===== src/spz_pkg.sv =====
// Package of register map, field positions, reset values and timing for serial port zero
package spz_pkg;

  localparam int          APB_AW          = 12;
  localparam int          APB_DW          = 32;

  // Register indices; byte address on the bus is four times the index
  localparam logic [7:0]  IDX_CONTROL     = 8'h98;
  localparam logic [7:0]  IDX_BUFFER      = 8'h99;
  localparam logic [7:0]  IDX_MATCH_ADDR  = 8'ha9;
  localparam logic [7:0]  IDX_MATCH_MASK  = 8'hb9;
  localparam logic [7:0]  IDX_POWER       = 8'h87;
  localparam logic [7:0]  IDX_IRQ_ENABLE  = 8'ha8;
  localparam logic [7:0]  IDX_EVT_STATUS  = 8'hf0;
  localparam logic [7:0]  IDX_EVT_MASK    = 8'hf1;

  // Serial control fields
  localparam int          CTL_MODE0_FE    = 7;
  localparam int          CTL_MODE1       = 6;
  localparam int          CTL_MULTIPROC   = 5;
  localparam int          CTL_RX_ENABLE   = 4;
  localparam int          CTL_TX_NINTH    = 3;
  localparam int          CTL_RX_NINTH    = 2;
  localparam int          CTL_TX_DONE     = 1;
  localparam int          CTL_RX_DONE     = 0;

  // Power control, interrupt enable and event status fields
  localparam int          PWR_RATE_DOUBLE = 7;
  localparam int          PWR_FE_SELECT   = 6;
  localparam int          IEN_GLOBAL      = 7;
  localparam int          IEN_SERIAL      = 4;
  localparam int          EVT_TX          = 0;
  localparam int          EVT_RX          = 1;
  localparam int          EVT_FE          = 2;
  localparam int          EVT_W           = 3;

  // Reset values
  localparam logic [7:0]  RST_BYTE        = 8'h00;
  localparam logic [EVT_W-1:0] RST_EVT    = 3'h0;

  // Modes as {mode_bit0, mode_bit1}
  localparam logic [1:0]  MODE_0          = 2'h0;
  localparam logic [1:0]  MODE_1          = 2'h1;
  localparam logic [1:0]  MODE_2          = 2'h2;

  // Timing in oscillator clocks; the oscillator is clk itself
  localparam int          OSC_PER_CLK     = 1;
  localparam int          OVERSAMPLE      = 16;
  localparam int          M2_BIT_SLOW_TCLK = 64;
  localparam int          M2_BIT_FAST_TCLK = 32;
  localparam int          M0_BIT_SLOW_TCLK = 12;
  localparam int          M0_BIT_FAST_TCLK = 4;
  localparam logic [1:0]  M2_TICK_SLOW_LAST =
    2'(M2_BIT_SLOW_TCLK * OSC_PER_CLK / OVERSAMPLE - 1);
  localparam logic [1:0]  M2_TICK_FAST_LAST =
    2'(M2_BIT_FAST_TCLK * OSC_PER_CLK / OVERSAMPLE - 1);
  localparam logic [3:0]  M0_SLOW_LAST    = 4'(M0_BIT_SLOW_TCLK * OSC_PER_CLK - 1);
  localparam logic [3:0]  M0_FAST_LAST    = 4'(M0_BIT_FAST_TCLK * OSC_PER_CLK - 1);
  localparam logic [3:0]  M0_SLOW_HALF    = 4'(M0_BIT_SLOW_TCLK * OSC_PER_CLK / 2);
  localparam logic [3:0]  M0_FAST_HALF    = 4'(M0_BIT_FAST_TCLK * OSC_PER_CLK / 2);
  localparam logic [3:0]  SUB_MID         = 4'(OVERSAMPLE / 2 - 1);
  localparam logic [3:0]  SUB_LAST        = 4'(OVERSAMPLE - 1);
  localparam logic [3:0]  STOP_IDX_10BIT  = 4'h9;
  localparam logic [3:0]  STOP_IDX_11BIT  = 4'ha;
  localparam logic [3:0]  M0_LAST_BIT     = 4'h7;

  typedef enum logic [1:0] {
    TX_IDLE  = 2'b00,
    TX_ASYNC = 2'b01,
    TX_SYNC  = 2'b10
  } spz_tx_state_t;

  typedef enum logic [1:0] {
    RX_IDLE  = 2'b00,
    RX_ASYNC = 2'b01,
    RX_SYNC  = 2'b10
  } spz_rx_state_t;

  function automatic logic [APB_AW-1:0] spz_reg_addr(input logic [7:0] idx);
    return {2'b00, idx, 2'b00};
  endfunction

endpackage


===== src/spz_serial_port.sv =====
// Serial port zero: shift and asynchronous modes with an APB register slave
//
// Summary of operation
// - Control bit 7 is mode bit or frame error
// - Bad stop bit sets sticky frame error flag
// - Mode bits pick shift, 10-bit or 11-bit frames
// - Mode 2 bit is 64 or 32 clocks
// - Multiprocessor modes 2/3 drop frames with ninth zero
// - Multiprocessor mode 1 needs a valid stop
// - Mode 0 shift clock is clk/12 or clk/4
// - Reception only while receive enable is set
// - Modes 2/3 send software ninth bit
// - Receive ninth bit holds ninth or stop bit
// - Transmit done timing; software clears only
// - Receive done timing; software clears only
// - Buffer reads receive data, writes transmit data
// - Port interrupt needs both enable bits
// - Only mask-enabled bits compared to match address
// - All-zero mask accepts any address
//
// The APB register port was decided locally.
`timescale 1ns/1ps
module spz_serial_port
  import spz_pkg::*;
(
  input  wire logic                      clk,
  input  wire logic                      sys_rst,
  input  wire logic                      ce,
  input  wire logic [spz_pkg::APB_AW-1:0] paddr,
  input  wire logic                      psel,
  input  wire logic                      penable,
  input  wire logic                      pwrite,
  input  wire logic [spz_pkg::APB_DW-1:0] pwdata,
  output logic      [spz_pkg::APB_DW-1:0] prdata,
  output logic                           pready,
  output logic                           pslverr,
  input  wire logic                      baud_tick,
  input  wire logic                      serial_data_i,
  output logic                           serial_data_o,
  output logic                           serial_data_oe_n,
  output logic                           serial_txd,
  output logic                           irq,
  output logic                           serial_irq
);

  typedef struct packed {
    logic [7:0]          ctl;
    logic                fe;
    logic [7:0]          rx_buf;
    logic [7:0]          maddr;
    logic [7:0]          mmask;
    logic [7:0]          power;
    logic [7:0]          irq_en;
    logic [EVT_W-1:0]    evt;
    logic [EVT_W-1:0]    evt_mask;
    spz_tx_state_t       tx_st;
    logic [3:0]          tx_cnt;
    logic [3:0]          tx_sub;
    logic [10:0]         tx_sh;
    spz_rx_state_t       rx_st;
    logic [3:0]          rx_cnt;
    logic [3:0]          rx_sub;
    logic [8:0]          rx_sh;
    logic                rxd_prev;
    logic                txd;
    logic                dat_o;
    logic                dat_oe_n;
    logic [APB_DW-1:0]   prdata;
    logic                pready;
    logic                pslverr;
    logic                irq;
    logic                serial_irq;
  } spz_state_t;

  spz_state_t q;
  spz_state_t n;

  logic       rxd_s;
  logic       m2_tick;

  logic [1:0] mode;
  logic       mp;
  logic       nine;
  logic [3:0] m0_last;
  logic [3:0] m0_half;
  logic [3:0] stop_idx;
  logic       tick16;
  logic       sel_ctl;
  logic       sel_buf;
  logic       sel_maddr;
  logic       sel_mmask;
  logic       sel_pwr;
  logic       sel_ien;
  logic       sel_evt;
  logic       sel_emask;
  logic       hit;
  logic [7:0] rd_val;
  logic       acc;
  logic       wr;
  logic       set_ti;
  logic       set_ri;
  logic       set_fe;
  logic [7:0] rx_data;
  logic       rx_ninth;
  logic       rx_match;
  logic       rx_accept;

  spz_sync u_rxd_sync (
    .clk     (clk),
    .sys_rst (sys_rst),
    .ce      (ce),
    .din     (serial_data_i),
    .dout    (rxd_s)
  );

  spz_tick_gen u_m2_tick (
    .clk     (clk),
    .sys_rst (sys_rst),
    .ce      (ce),
    .fast    (q.power[PWR_RATE_DOUBLE]),
    .tick    (m2_tick)
  );

  always_comb begin
    n         = q;
    mode      = {q.ctl[CTL_MODE0_FE], q.ctl[CTL_MODE1]};
    mp        = q.ctl[CTL_MULTIPROC];
    nine      = mode[1];
    m0_last   = mp ? M0_FAST_LAST : M0_SLOW_LAST;
    m0_half   = mp ? M0_FAST_HALF : M0_SLOW_HALF;
    stop_idx  = nine ? STOP_IDX_11BIT : STOP_IDX_10BIT;
    tick16    = (mode == MODE_2) ? m2_tick : baud_tick;
    set_ti    = 1'b0;
    set_ri    = 1'b0;
    set_fe    = 1'b0;
    rx_data   = 8'h00;
    rx_ninth  = 1'b0;
    rx_match  = 1'b0;
    rx_accept = 1'b0;

    // Address decode
    sel_ctl   = (paddr == spz_reg_addr(IDX_CONTROL));
    sel_buf   = (paddr == spz_reg_addr(IDX_BUFFER));
    sel_maddr = (paddr == spz_reg_addr(IDX_MATCH_ADDR));
    sel_mmask = (paddr == spz_reg_addr(IDX_MATCH_MASK));
    sel_pwr   = (paddr == spz_reg_addr(IDX_POWER));
    sel_ien   = (paddr == spz_reg_addr(IDX_IRQ_ENABLE));
    sel_evt   = (paddr == spz_reg_addr(IDX_EVT_STATUS));
    sel_emask = (paddr == spz_reg_addr(IDX_EVT_MASK));
    hit = sel_ctl | sel_buf | sel_maddr | sel_mmask | sel_pwr | sel_ien | sel_evt | sel_emask;

    rd_val = 8'h00;
    if (sel_ctl) begin
      rd_val = q.ctl;
      rd_val[CTL_MODE0_FE] = q.power[PWR_FE_SELECT] ? q.fe : q.ctl[CTL_MODE0_FE];
    end else if (sel_buf) begin
      rd_val = q.rx_buf;
    end else if (sel_maddr) begin
      rd_val = q.maddr;
    end else if (sel_mmask) begin
      rd_val = q.mmask;
    end else if (sel_pwr) begin
      rd_val = q.power;
    end else if (sel_ien) begin
      rd_val = q.irq_en;
    end else if (sel_evt) begin
      rd_val = {5'h00, q.evt};
    end else if (sel_emask) begin
      rd_val = {5'h00, q.evt_mask};
    end

    // One wait-free access cycle: answer prepared during setup
    acc = psel & penable & q.pready;
    wr  = acc & pwrite & ~q.pslverr;
    if (psel & ~penable) begin
      n.pready  = 1'b1;
      n.pslverr = ~hit;
      n.prdata  = hit ? {24'h000000, rd_val} : 32'h00000000;
    end else if (acc) begin
      n.pready  = 1'b0;
      n.pslverr = 1'b0;
    end

    if (wr) begin
      if (sel_ctl) begin
        n.ctl[6:0] = pwdata[6:0];
        if (q.power[PWR_FE_SELECT]) begin
          n.fe = pwdata[CTL_MODE0_FE];
        end else begin
          n.ctl[CTL_MODE0_FE] = pwdata[CTL_MODE0_FE];
        end
      end
      if (sel_maddr) begin
        n.maddr = pwdata[7:0];
      end
      if (sel_mmask) begin
        n.mmask = pwdata[7:0];
      end
      if (sel_pwr) begin
        n.power = pwdata[7:0];
      end
      if (sel_ien) begin
        n.irq_en = pwdata[7:0];
      end
      if (sel_emask) begin
        n.evt_mask = pwdata[EVT_W-1:0];
      end
      if (sel_evt) begin
        n.evt = q.evt & ~pwdata[EVT_W-1:0];
      end
      // A write while a transmit frame or a mode 0 receive is running is dropped
      if (sel_buf && q.tx_st == TX_IDLE && q.rx_st != RX_SYNC) begin
        n.tx_sub = 4'h0;
        n.tx_cnt = 4'h0;
        if (mode == MODE_0) begin
          n.tx_sh = {3'b111, pwdata[7:0]};
          n.tx_st = TX_SYNC;
        end else begin
          n.tx_sh = {1'b1, nine ? q.ctl[CTL_TX_NINTH] : 1'b1, pwdata[7:0], 1'b0};
          n.tx_st = TX_ASYNC;
        end
      end
    end

    // Transmitter
    unique case (q.tx_st)
      TX_IDLE: begin
      end
      TX_ASYNC: begin
        if (tick16) begin
          n.tx_sub = q.tx_sub + 4'h1;
          if (q.tx_sub == SUB_LAST) begin
            n.tx_sh  = {1'b1, q.tx_sh[10:1]};
            n.tx_cnt = q.tx_cnt + 4'h1;
            if (q.tx_cnt + 4'h1 == stop_idx) begin
              set_ti = 1'b1;
            end
            if (q.tx_cnt == stop_idx) begin
              n.tx_st = TX_IDLE;
            end
          end
        end
      end
      TX_SYNC: begin
        n.tx_sub = q.tx_sub + 4'h1;
        if (q.tx_sub >= m0_last) begin
          n.tx_sub = 4'h0;
          n.tx_sh  = {1'b1, q.tx_sh[10:1]};
          n.tx_cnt = q.tx_cnt + 4'h1;
          if (q.tx_cnt == M0_LAST_BIT) begin
            set_ti  = 1'b1;
            n.tx_st = TX_IDLE;
          end
        end
      end
      default: begin
        n.tx_st = TX_IDLE;
      end
    endcase

    // Receiver
    n.rxd_prev = rxd_s;
    unique case (q.rx_st)
      RX_IDLE: begin
        n.rx_sub = 4'h0;
        n.rx_cnt = 4'h0;
        if (q.ctl[CTL_RX_ENABLE]) begin
          if (mode != MODE_0 && q.rxd_prev && !rxd_s) begin
            n.rx_st = RX_ASYNC;
          end else if (mode == MODE_0 && !q.ctl[CTL_RX_DONE] && q.tx_st == TX_IDLE) begin
            n.rx_st = RX_SYNC;
          end
        end
      end
      RX_ASYNC: begin
        if (tick16) begin
          n.rx_sub = q.rx_sub + 4'h1;
          if (q.rx_sub == SUB_MID) begin
            n.rx_cnt = q.rx_cnt + 4'h1;
            if (q.rx_cnt == 4'h0) begin
              // Start bit gone high again: treat as a glitch
              if (rxd_s) begin
                n.rx_st = RX_IDLE;
              end
            end else if (q.rx_cnt != stop_idx) begin
              n.rx_sh = {rxd_s, q.rx_sh[8:1]};
            end else begin
              n.rx_st  = RX_IDLE;
              rx_data  = nine ? q.rx_sh[7:0] : q.rx_sh[8:1];
              rx_ninth = nine ? q.rx_sh[8] : rxd_s;
              rx_match = ((rx_data ^ q.maddr) & q.mmask) == 8'h00;
              set_fe   = ~rxd_s;
              if (!mp) begin
                rx_accept = 1'b1;
              end else if (mode == MODE_1) begin
                rx_accept = rxd_s;
              end else begin
                rx_accept = rx_ninth & rx_match;
              end
              // Unread data is kept: no overwrite while done flag is up
              if (rx_accept && !q.ctl[CTL_RX_DONE]) begin
                n.rx_buf = rx_data;
                n.ctl[CTL_RX_NINTH] = rx_ninth;
                set_ri = 1'b1;
              end
            end
          end
        end
      end
      RX_SYNC: begin
        n.rx_sub = q.rx_sub + 4'h1;
        if (q.rx_sub == m0_half) begin
          n.rx_sh = {rxd_s, q.rx_sh[8:1]};
        end
        if (q.rx_sub >= m0_last) begin
          n.rx_sub = 4'h0;
          n.rx_cnt = q.rx_cnt + 4'h1;
          if (q.rx_cnt == M0_LAST_BIT) begin
            n.rx_buf = q.rx_sh[8:1];
            set_ri   = 1'b1;
            n.rx_st  = RX_IDLE;
          end
        end
      end
      default: begin
        n.rx_st = RX_IDLE;
      end
    endcase
    if (!q.ctl[CTL_RX_ENABLE]) begin
      n.rx_st = RX_IDLE;
    end

    // Hardware sets win over software clears
    if (set_ti) begin
      n.ctl[CTL_TX_DONE] = 1'b1;
    end
    if (set_ri) begin
      n.ctl[CTL_RX_DONE] = 1'b1;
    end
    if (set_fe) begin
      n.fe = 1'b1;
    end
    n.evt = n.evt | {set_fe, set_ri, set_ti};

    // Pins: mode 0 drives the shift clock out, low in the first half bit
    if (n.tx_st == TX_SYNC) begin
      n.txd = n.tx_sub >= m0_half;
    end else if (n.rx_st == RX_SYNC) begin
      n.txd = n.rx_sub >= m0_half;
    end else if (n.tx_st == TX_ASYNC) begin
      n.txd = n.tx_sh[0];
    end else begin
      n.txd = 1'b1;
    end
    n.dat_o    = n.tx_sh[0];
    n.dat_oe_n = n.tx_st != TX_SYNC;

    n.irq        = |(n.evt & n.evt_mask);
    n.serial_irq = (n.ctl[CTL_TX_DONE] | n.ctl[CTL_RX_DONE])
                   & n.irq_en[IEN_SERIAL] & n.irq_en[IEN_GLOBAL];
  end

  always_ff @(posedge clk) begin
    if (sys_rst) begin
      q <= '{
        ctl: RST_BYTE, fe: 1'b0, rx_buf: RST_BYTE, maddr: RST_BYTE, mmask: RST_BYTE,
        power: RST_BYTE, irq_en: RST_BYTE, evt: RST_EVT, evt_mask: RST_EVT,
        tx_st: TX_IDLE, tx_cnt: 4'h0, tx_sub: 4'h0, tx_sh: 11'h7ff,
        rx_st: RX_IDLE, rx_cnt: 4'h0, rx_sub: 4'h0, rx_sh: 9'h000, rxd_prev: 1'b1,
        txd: 1'b1, dat_o: 1'b1, dat_oe_n: 1'b1, prdata: 32'h00000000,
        pready: 1'b0, pslverr: 1'b0, irq: 1'b0, serial_irq: 1'b0
      };
    end else if (ce) begin
      q <= n;
    end
  end

  assign prdata           = q.prdata;
  assign pready           = q.pready;
  assign pslverr          = q.pslverr;
  assign serial_data_o    = q.dat_o;
  assign serial_data_oe_n = q.dat_oe_n;
  assign serial_txd       = q.txd;
  assign irq              = q.irq;
  assign serial_irq       = q.serial_irq;

endmodule // spz_serial_port


===== src/spz_sync.sv =====
// Two-stage synchroniser for a pin input
`timescale 1ns/1ps
module spz_sync (
  input  wire logic clk,
  input  wire logic sys_rst,
  input  wire logic ce,
  input  wire logic din,
  output logic      dout
);
  typedef struct packed {
    logic s1;
    logic s2;
  } spz_sync_state_t;

  spz_sync_state_t q;
  spz_sync_state_t n;

  always_comb begin
    n    = q;
    n.s1 = din;
    n.s2 = q.s1;
  end

  // Idle line level is high
  always_ff @(posedge clk) begin
    if (sys_rst) begin
      q <= '{s1: 1'b1, s2: 1'b1};
    end else if (ce) begin
      q <= n;
    end
  end

  assign dout = q.s2;
endmodule // spz_sync


===== src/spz_tick_gen.sv =====
// Fixed-rate oversample tick for the fixed-rate asynchronous mode
`timescale 1ns/1ps
module spz_tick_gen
  import spz_pkg::*;
(
  input  wire logic clk,
  input  wire logic sys_rst,
  input  wire logic ce,
  input  wire logic fast,
  output logic      tick
);
  typedef struct packed {
    logic [1:0] cnt;
    logic       tick;
  } spz_tick_state_t;

  spz_tick_state_t q;
  spz_tick_state_t n;
  logic [1:0]      last;

  always_comb begin
    n    = q;
    last = fast ? M2_TICK_FAST_LAST : M2_TICK_SLOW_LAST;
    n.tick = 1'b0;
    if (q.cnt >= last) begin
      n.cnt  = 2'h0;
      n.tick = 1'b1;
    end else begin
      n.cnt = q.cnt + 2'h1;
    end
  end

  always_ff @(posedge clk) begin
    if (sys_rst) begin
      q <= '{cnt: 2'h0, tick: 1'b0};
    end else if (ce) begin
      q <= n;
    end
  end

  assign tick = q.tick;
endmodule // spz_tick_gen

===== config.mk =====
export PLATFORM = sky130hd
export DESIGN_NAME = spz_serial_port
export DESIGN_NICKNAME = d
export VERILOG_FILES = /design/src/spz_pkg.sv /design/src/spz_serial_port.sv /design/src/spz_sync.sv /design/src/spz_tick_gen.sv
export SDC_FILE = /design/constraint.sdc
export NUM_CORES = 1
export LEC_CHECK = 0
export ABC_AREA = 1
export BUFFER_PORTS_ARGS = -buffer_cell sky130_fd_sc_hd__clkbuf_2
export CORE_UTILIZATION = 54
export CTS_BUF_LIST = sky130_fd_sc_hd__clkbuf_8
export CTS_CLUSTER_DIAMETER = 150
export CTS_CLUSTER_SIZE = 30
export DETAILED_ROUTE_END_ITERATION = 10
export GPL_TIMING_DRIVEN = 0
export HOLD_SLACK_MARGIN = 0.06
export MAX_ROUTING_LAYER = met4
export PLACE_DENSITY = 0.87
export SLEW_MARGIN = 20
export SYNTH_ARGS = -nofsm -noshare
export SYNTH_HDL_FRONTEND = slang
export SYNTH_SLANG_ARGS = --single-unit
export TNS_END_PERCENT = 5

===== constraint.sdc =====
create_clock -name clk -period 2.2 [get_ports clk]
set_input_delay 0.66 -clock clk [delete_from_list [all_inputs] [get_ports clk]]
set_output_delay 0.66 -clock clk [all_outputs]
set_load 0.05 [all_outputs]

==> results of run 1 <==
## logic make-up (layout without fill, tap and decap cells)
family	count (synthesis)	count (layout)	share of synthesized area, %
buf+inv	197	277	12.9
simple gates	396	396	24.9
compound gates	273	273	24.4
xor+xnor	4	4	0.513
flops	115	115	33.7
fa+ha+maj	19	19	3.48
other cells	1	24	0.0550
## metrics by stage
step	total power [mW]	worst slack (ns)
detailed placement	2.89	-0.450
floorplan	2.73	0.00336
global route	4.80	-0.0923
global placement	2.88	-0.412
CTS	4.59	-0.0574
finish	4.64	-0.00495
## per-layer routing
metal | routed length (um) | vias to the layer above | track usage, %
met3 | 2170 | 88 | 7.73
li1 | - | 3550 | -
met2 | 9230 | 444 | 50.4
met5 | 0 | - | -
met1 | 8180 | 3352 | 41.1
met4 | 750 | 0 | 14.7
## state kept, by name (all words and copies together), names as in the netlist
signal and count:
u_rxd_sync.dout 1, q 93, serial_txd 1, serial_data_oe_n 1, serial_irq 1, pready 1
irq 1, prdata 8, mp 1, u_m2_tick.tick 1, pslverr 1, mode 2
u_rxd_sync.n 1, u_m2_tick.q 2
## synthesized netlist by cell type (all sizes together) (19+ instances only)
cell type	count	share of area (%)
buf	45	4.5
nand2	208	12
nor2	84	4.8
o211ai	29	3.3
inv	123	6.8
ha	19	3.5
o21ai	70	5.3
a211oi	33	3.9
clkbuf	25	1.4
a21oi	105	7.7
nand3	74	5.6
dfxtp	115	34
## power breakdown
group / total, mW / switching (mW) / internal [mW] / leakage, nW
registers: 2.20 / 0.0556 / 2.15 / 0.941
clock network: 1.74 / 0.834 / 0.905 / 0.188
logic: 0.697 / 0.488 / 0.209 / 2.45
total: 4.64 / 1.38 / 3.26 / 3.58
## area by class of cell
class                   count  area (um2)  share of cell area, %
plain buffers              69         409                   5.17
inverters                 127         479                   6.06
multi-input cells         716        3870                   48.9
clock buffers              19         262                   3.31
repair buffers             52         292                   3.69
well taps                 168         210                   2.66
clock inverters            10        72.6                  0.918
flip-flops and latches    115        2320                   29.3
## final timing paths
kind                  from               to  slack (ns)  depth (start not counted)
max                  q[78]       serial_txd      -0.005                         11
min          serial_data_i  u_rxd_sync.n[0]        0.43                          3
max reg2reg          q[78]       serial_txd      -0.005                         11
min reg2reg      prdata[1]        prdata[1]        0.47                          2
## worst max-delay path, delay by kind of cell, from the launching register on
kind            cells  cell delay (ns)
flops               1             0.40
compound gates      2             0.35
fa+ha+maj           2             0.55
buf+inv             2             0.42
simple gates        5             0.39
## repair_timing
action,in CTS,in global routing
gates resized for setup,12,31
setup endpoints to repair,18,59
pin swaps,3,6
setup buffers,6,5
==> impl_metrics.yaml, run 1 <==
status:
  outcome: "finished, violations left"
  failed_checks: "setup timing"
setup_path:
  path_cells: "inv_1, ha_1, clkbuf_1, nand2_1, o22ai_1, ha_1, nand2_1, a21o_1, nand2_1, nand2_1, nand2_1"
  cpPeakStageDelay_ns: 0.40
  crit_fanout: 8
  crit_path_end_kind: "flip-flop"
  start_kind: "flip-flop"
  critical_path_class: "reg2reg"
  crit_required_ns: 2.54
  worstPathArrival_ns: 2.55
  cpMaxStageDelayCell: "dfxtp_1"
  cp_common_cell: "nand2_1"
routing:
  routed_wl_um: 20300
  drc_errors: 0
  dr.pass1.iters: 7
  route.vias.total: 7434
  wire_per_inst_um: 15.9
  drtIter0Drc: 920
  vias_per_cell: 5.83
  ant_nets: 0
layout:
  nets: 1169
  antenna_cells: 0
  area_growth_pct: 15.9
  final_core_util_pct: 65.0
  fin_cells: 1276
  postLayoutCellArea_um2: 7910
  drive_above_1_share_pct: 16.2
  final_common_cell: "nand2_1"
  final_cell_mix: "nand2_1 (196), inv_1 (119), dfxtp_1 (107), a21oi_1 (103), nor2_1 (73)"
  fillCellCount: 1053
die:
  ios: 91
  die_h_um: 114
  coreArea_um2: 12200
  num_rows: 40
  initial_core_util_pct: 56.1
  dieArea_um2: 13100
  die_w_um: 114
synthesis:
  yosysUniqueCellTypes: 49
  yosys_register_bits: 115
  synth_area_per_cell_um2: 6.79
  synth_edf_count: 0
  yosysSeqAreaShare_pct: 33.7
  synth-async-reset-ratio_pct: 0
  postSynthCellCount: 1005
  ys.flop_type: "dfxtp_1"
  synth_area_um2: 6820
  ys_warn_count: 0
sta:
  min_period_ns: 2.20
  fin_ws_ns: -0.00495
  drv_slew: 0
  worstMarginPinSlew_ns: 0.854
  fmax_mhz: 454
  clock_skew_ns: 0.00986
  tns_ns: -0.00495
  relSlewSlack_pct: 42.6
  final.period_utilization_pct: 100
  hold_ws_ns: 0.430
  setup_viol: 1
  rsz0062_at_grt: "yes"
  hold_viol_final: 0
global_route:
  grt_usage_pct: 32.8
  grt-ovfl-total: 0
  grt_pass1_wl_um: 32400
  antenna_found_initial: 0
  first_global_vias: 6589
  grt_max_degree: 17
placement:
  hpwlAfterDp_um: 14500
  dpl-instance-area_um2: 7360
  place.gp.congestion: 0.980
  port_buffers: 41
  numPlacedInstances: 1237
cts:
  cts_tree: "yes"
  insertion_delay_ns: 0.45
  cts_buffers: 17
  cts.sinks: 115
  clk_pin_slew_worst_paths_ns: 0.07
  cts_buffer_depth: 2
  clock_tree.root_cell: "clkbuf_8"
  hold_buffers: 0
  htree_levels: 4
min_path:
  worstHoldPathType: "in2reg"
power:
  irDropWorstVdd_mv: 0.775
  power_density_nw_per_um2: 587
  p_leak_nw: 3.58
run:
  maxCapViolCount: 0
Power figures use the tool's default switching activity.
==> run 2, diff against run 1 <==
- CTS_CLUSTER_SIZE: 30 -> 25
- REMOVE_ABC_BUFFERS: not set -> 1
==> impl_metrics.yaml, run 2 (same netlist as run 1, synthesis figures left out) <==
status:
  outcome: "finished, violations left"
  failed_checks: "setup timing"
layout:
  area_growth_pct: 11.7
  regMostFlops: "q"
  ff_latch_area_um2: 2320
  multi_input_area_um2: 3880
  drive_above_1_share_pct: 13.1
  postLayoutCellArea_um2: 7620
  largest_reg_flops: 93
  antenna_cells: 0
  fin_cells: 1210
  fillCellCount: 1086
  nets: 1100
  final_cell_mix: "nand2_1 (199), inv_1 (118), dfxtp_1 (108), a21oi_1 (104), nor2_1 (73)"
  final_common_cell: "nand2_1"
die:
  dieArea_um2: 13100
  die_h_um: 114
  num_rows: 40
  die_w_um: 114
  ios: 91
  initial_core_util_pct: 56.1
  coreArea_um2: 12200
setup_path:
  r2r_slack_ns: -0.02
  crit_path_end_kind: "flip-flop"
  start_kind: "flip-flop"
  crit_fanout: 13
  critical_path_class: "reg2reg"
  worstPathArrival_ns: 2.57
  crit_required_ns: 2.55
  r2r-start: "mode[1]"
  rr_endpoint: "serial_txd"
  r2r_cells: 14
power:
  power_mw: 4.77
  p_leak_nw: 3.39
  power_density_nw_per_um2: 626
  irDropWorstVdd_mv: 0.573
sta:
  setup_viol: 1
  hold_viol_final: 0
  relSlewSlack_pct: 34.8
  fmax_mhz: 450
  clock_skew_ns: 0.0108
  drv_slew: 0
  rsz0062_at_grt: "yes"
  fin_ws_ns: -0.0234
  hold_ws_ns: 0.435
  final.period_utilization_pct: 101
  min_period_ns: 2.22
  worstMarginPinSlew_ns: 0.971
cts:
  insertion_delay_ns: 0.45
  cts.sinks: 115
  cts_tree: "yes"
  cts_buffer_depth: 2
  htree_levels: 4
  clock_tree.root_cell: "clkbuf_8"
  clk_pin_slew_worst_paths_ns: 0.07
  cts_buffers: 17
  hold_buffers: 0
placement:
  hpwlAfterDp_um: 12200
  pre_cts_slack_ns: -0.959
  place.gp.congestion: 0.952
  port_buffers: 42
  numPlacedInstances: 1170
  dpl-instance-area_um2: 6980
min_path:
  hold_start: "serial_data_i"
  worstHoldPathType: "in2reg"
  min_to: "u_rxd_sync.n[0]"
  whs_path_depth: 3
routing:
  ant_nets: 0
  wire_per_inst_um: 15.0
  top_layer: "met4"
  m1WireLength_um: 7690
  dr.pass1.iters: 6
  wl_met2_um: 8530
  route.vias.total: 6968
  drtIter0Drc: 605
  routed_wl_um: 18100
  vias_per_cell: 5.76
  wl_met3_um: 1510
  drc_errors: 0
global_route:
  antenna_found_initial: 0
  first_global_vias: 6107
  grt_max_degree: 66
  grt-ovfl-total: 0
  grt_usage_pct: 29.3
  grt_pass1_wl_um: 29200
run:
  maxCapViolCount: 0
## run 2: cell count changes in the layout (fill, tap and decap cells not counted), moves of 3 or more
cell | previous run | this run
buf_2 | 6 | 0
clkbuf_1 | 24 | 0
dfxtp_2 | 6 | 2
dfxtp_4 | 2 | 5
nor2_2 | 9 | 5
buf_1 | 3 | 0
buf_4 | 43 | 6
nor2_4 | 2 | 6
nand2_1 | 196 | 199
## run 2: layer usage
metal	vias to the layer above	track usage, %
li1	3411	-
met1	3189	36.8
met2	326	45.5
met3	42	6.03
met4	0	13.2
met5	-	-
## run 2: critical path, stage by stage (launching register included)
cell	delay, ns
dfxtp_4	0.46
nand2_2	0.12
o21ai_4	0.28
nand2_1	0.12
nand2_1	0.09
inv_1	0.07
o21ai_2	0.13
ha_1	0.24
a21boi_0	0.12
nor3_1	0.17
nand2_1	0.08
nand3_1	0.09
nand2_1	0.05
nand2_1	0.05
nand2_1	0.05
## run 2: report_power, final
group          internal [mW]  switching [mW]
Clock                   1.07           0.869
Sequential              2.14          0.0527
Combinational          0.177           0.455
Total                   3.40            1.38
## run 2: layout make-up
type	instances	share of cell area (%)
clock inverter	12	1.49
inverter	127	6.32
timing repair buffer	51	4.35
multi-input combinational	717	51.0
clock buffer	20	3.61
tap	168	2.76
sequential	115	30.5
## run 2: worst max-delay path by stage
stage / startpoint / to / slack, ns
2_1_floorplan: mode[1] / serial_txd / -0.20
3_3_place_gp: ce / prdata[7] / -2.06
3_5_place_dp: ce / prdata[6] / -0.96
4_1_cts: q[49] / serial_txd / -0.10
5_1_grt: paddr[10] / serial_txd / -0.23
6_report: mode[1] / serial_txd / -0.02
## run 2: timing repair
action / CTS / global route
gates cloned: 1 / 0
setup endpoints to repair: 102 / 82
resized for setup: 25 / 31
pin swaps: 2 / 6
buffers inserted: 2 / 5
## run 2: stage by stage
step | setup TNS (ns) | util (%)
global placement | -141.40 | 57.0
floorplan | -2.26 | -
global route | -0.707 | 62.7
finish | -0.0234 | 62.7
detailed placement | -61.31 | 57.4
CTS | -0.225 | 61.5
==> run 3, diff against run 2 <==
- CAP_MARGIN: not set -> 10
- CORE_UTILIZATION: 54 -> 60
- PLACE_DENSITY: 0.87 -> 0.92
- clock period: 2.2 -> 2.55 ns (I/O delays scaled with it)
==> impl_metrics.yaml, run 3 (same netlist as run 1, synthesis figures left out) <==
layout:
  final_cell_mix: "nand2_1 (203), inv_1 (117), dfxtp_1 (113), a21oi_1 (104), nor2_1 (76)"
  postLayoutCellArea_um2: 7480
  fillCellCount: 889
  largest_reg_flops: 93
  final_core_util_pct: 68.4
  fin_cells: 1175
  area_growth_pct: 9.63
  regMostFlops: "q"
  drive_above_1_share_pct: 11.2
  antenna_cells: 0
  final_common_cell: "nand2_1"
  nets: 1093
routing:
  wire_per_inst_um: 15.6
  vias_per_cell: 6.00
  ant_nets: 0
  drc_errors: 0
  drtIter0Drc: 707
  route.vias.total: 7050
  dr.pass1.iters: 6
  routed_wl_um: 18300
global_route:
  grt-ovfl-total: 0
  grt_max_degree: 57
  antenna_found_initial: 0
  grt_pass1_wl_um: 29500
  first_global_vias: 6269
  grt_usage_pct: 32.9
placement:
  hpwlAfterDp_um: 12300
  place.gp.congestion: 0.896
  port_buffers: 42
  numPlacedInstances: 1142
  pre_cts_slack_ns: -0.902
  dpl-instance-area_um2: 6940
power:
  cell_internal_pwr_mw: 3.17
  power_density_nw_per_um2: 594
  power_mw: 4.44
  irDropWorstVdd_mv: 0.613
  clock_power_share_pct: 45.5
  p_leak_nw: 3.36
  switching_share_pct: 28.8
  combPwrFrac_pct: 11.9
  p_switching_mw: 1.28
  p_seq_share_pct: 42.7
cts:
  cts_tree: "yes"
  insertion_delay_ns: 0.46
  hold_buffers: 0
  clk_pin_slew_worst_paths_ns: 0.07
  cts_buffers: 17
  cts_buffer_depth: 2
  clock_tree.root_cell: "clkbuf_8"
  cts.sinks: 115
  htree_levels: 4
sta:
  drv_slew: 0
  fin_ws_ns: 0.0179
  hold_viol_final: 0
  final.period_utilization_pct: 99.3
  setup_viol: 0
  relSlewSlack_pct: 33.6
  tns_ns: 0
  hold_ws_ns: 0.469
  fmax_mhz: 395
  worstMarginPinSlew_ns: 0.989
  rsz0062_at_grt: "yes"
  min_period_ns: 2.53
  clock_skew_ns: 0.0133
setup_path:
  worstPathArrival_ns: 2.88
  crit_required_ns: 2.90
  start_kind: "flip-flop"
  crit_start: "q[57]"
  crit_fanout: 20
  r2r-start: "q[57]"
  r2r_slack_ns: 0.02
  critical_path_class: "reg2reg"
  crit_path_end_kind: "flip-flop"
die:
  num_rows: 38
  die_w_um: 109
  initial_core_util_pct: 62.4
  coreArea_um2: 10900
  die_h_um: 109
  dieArea_um2: 11800
  ios: 91
run:
  maxCapViolCount: 0
min_path:
  worstHoldPathType: "reg2reg"
  hold_start: "u_rxd_sync.n[0]"
status:
  outcome: "complete, no violations"
## run 3: changes by cell type in the layout (fill, tap and decap cells not counted), moves of 4 or more
cell / change
nand2_2: -5
nand2_1: +4
clkinv_2: -5
dfxtp_1: +5
nor2_4: -5
buf_4: -6
## run 3: worst paths after layout
check                                        to  cells after the start
worst min register to register  u_rxd_sync.n[0]                      2
worst max-delay path                 serial_txd                     14
worst max register to register       serial_txd                     14
worst min-delay path            u_rxd_sync.n[0]                      2
## run 3: repair_timing
item | in CTS | in global routing
endpoints found under the setup margin | 64 | 22
pin swaps | 0 | 1
buffers inserted | 0 | 1
gates resized for setup | 7 | 14
## run 3: power by group through the flow
stage / Combinational, mW / Sequential, mW / Clock [mW]
floorplan: 0.345 / 1.95 / 0
global placement: 0.489 / 1.94 / 0
detailed placement: 0.507 / 1.94 / 0
CTS: 0.514 / 1.90 / 2.00
global route: 0.580 / 1.90 / 2.09
finish: 0.528 / 1.90 / 2.02
## run 3: per-layer routing
layer | GRT usage (%) | vias to the layer above | share of wire (%)
met4 | 17.0 | 0 | 4.1
met2 | 50.5 | 387 | 46
met1 | 41.0 | 3189 | 41
met5 | - | - | 0
met3 | 6.75 | 74 | 8.7
li1 | - | 3400 | -
## run 3: area by class of cell
type                            count  area, um2  share of cell area, %
Sequential cell                   115       2310                   30.9
Tap cell                          140        175                   2.34
Inverter                          127        477                   6.37
Clock inverter                     15        230                   3.08
Multi-Input combinational cell    716       3790                   50.6
Clock buffer                       17        234                   3.13
Timing Repair Buffer               45        267                   3.56
## run 3: worst max-delay path, stage by stage, from the launching register on
cell and delay, ns:
dfxtp_1 0.39, inv_1 0.10, ha_1 0.35, nor3_2 0.39
nand2_4 0.23, inv_2 0.16, nand2_1 0.16, nand2_1 0.13
nand3_1 0.08, nor2_1 0.16, nand2_1 0.07, nand3_1 0.06
nand2_1 0.06, nand2_1 0.05, nand2_1 0.05
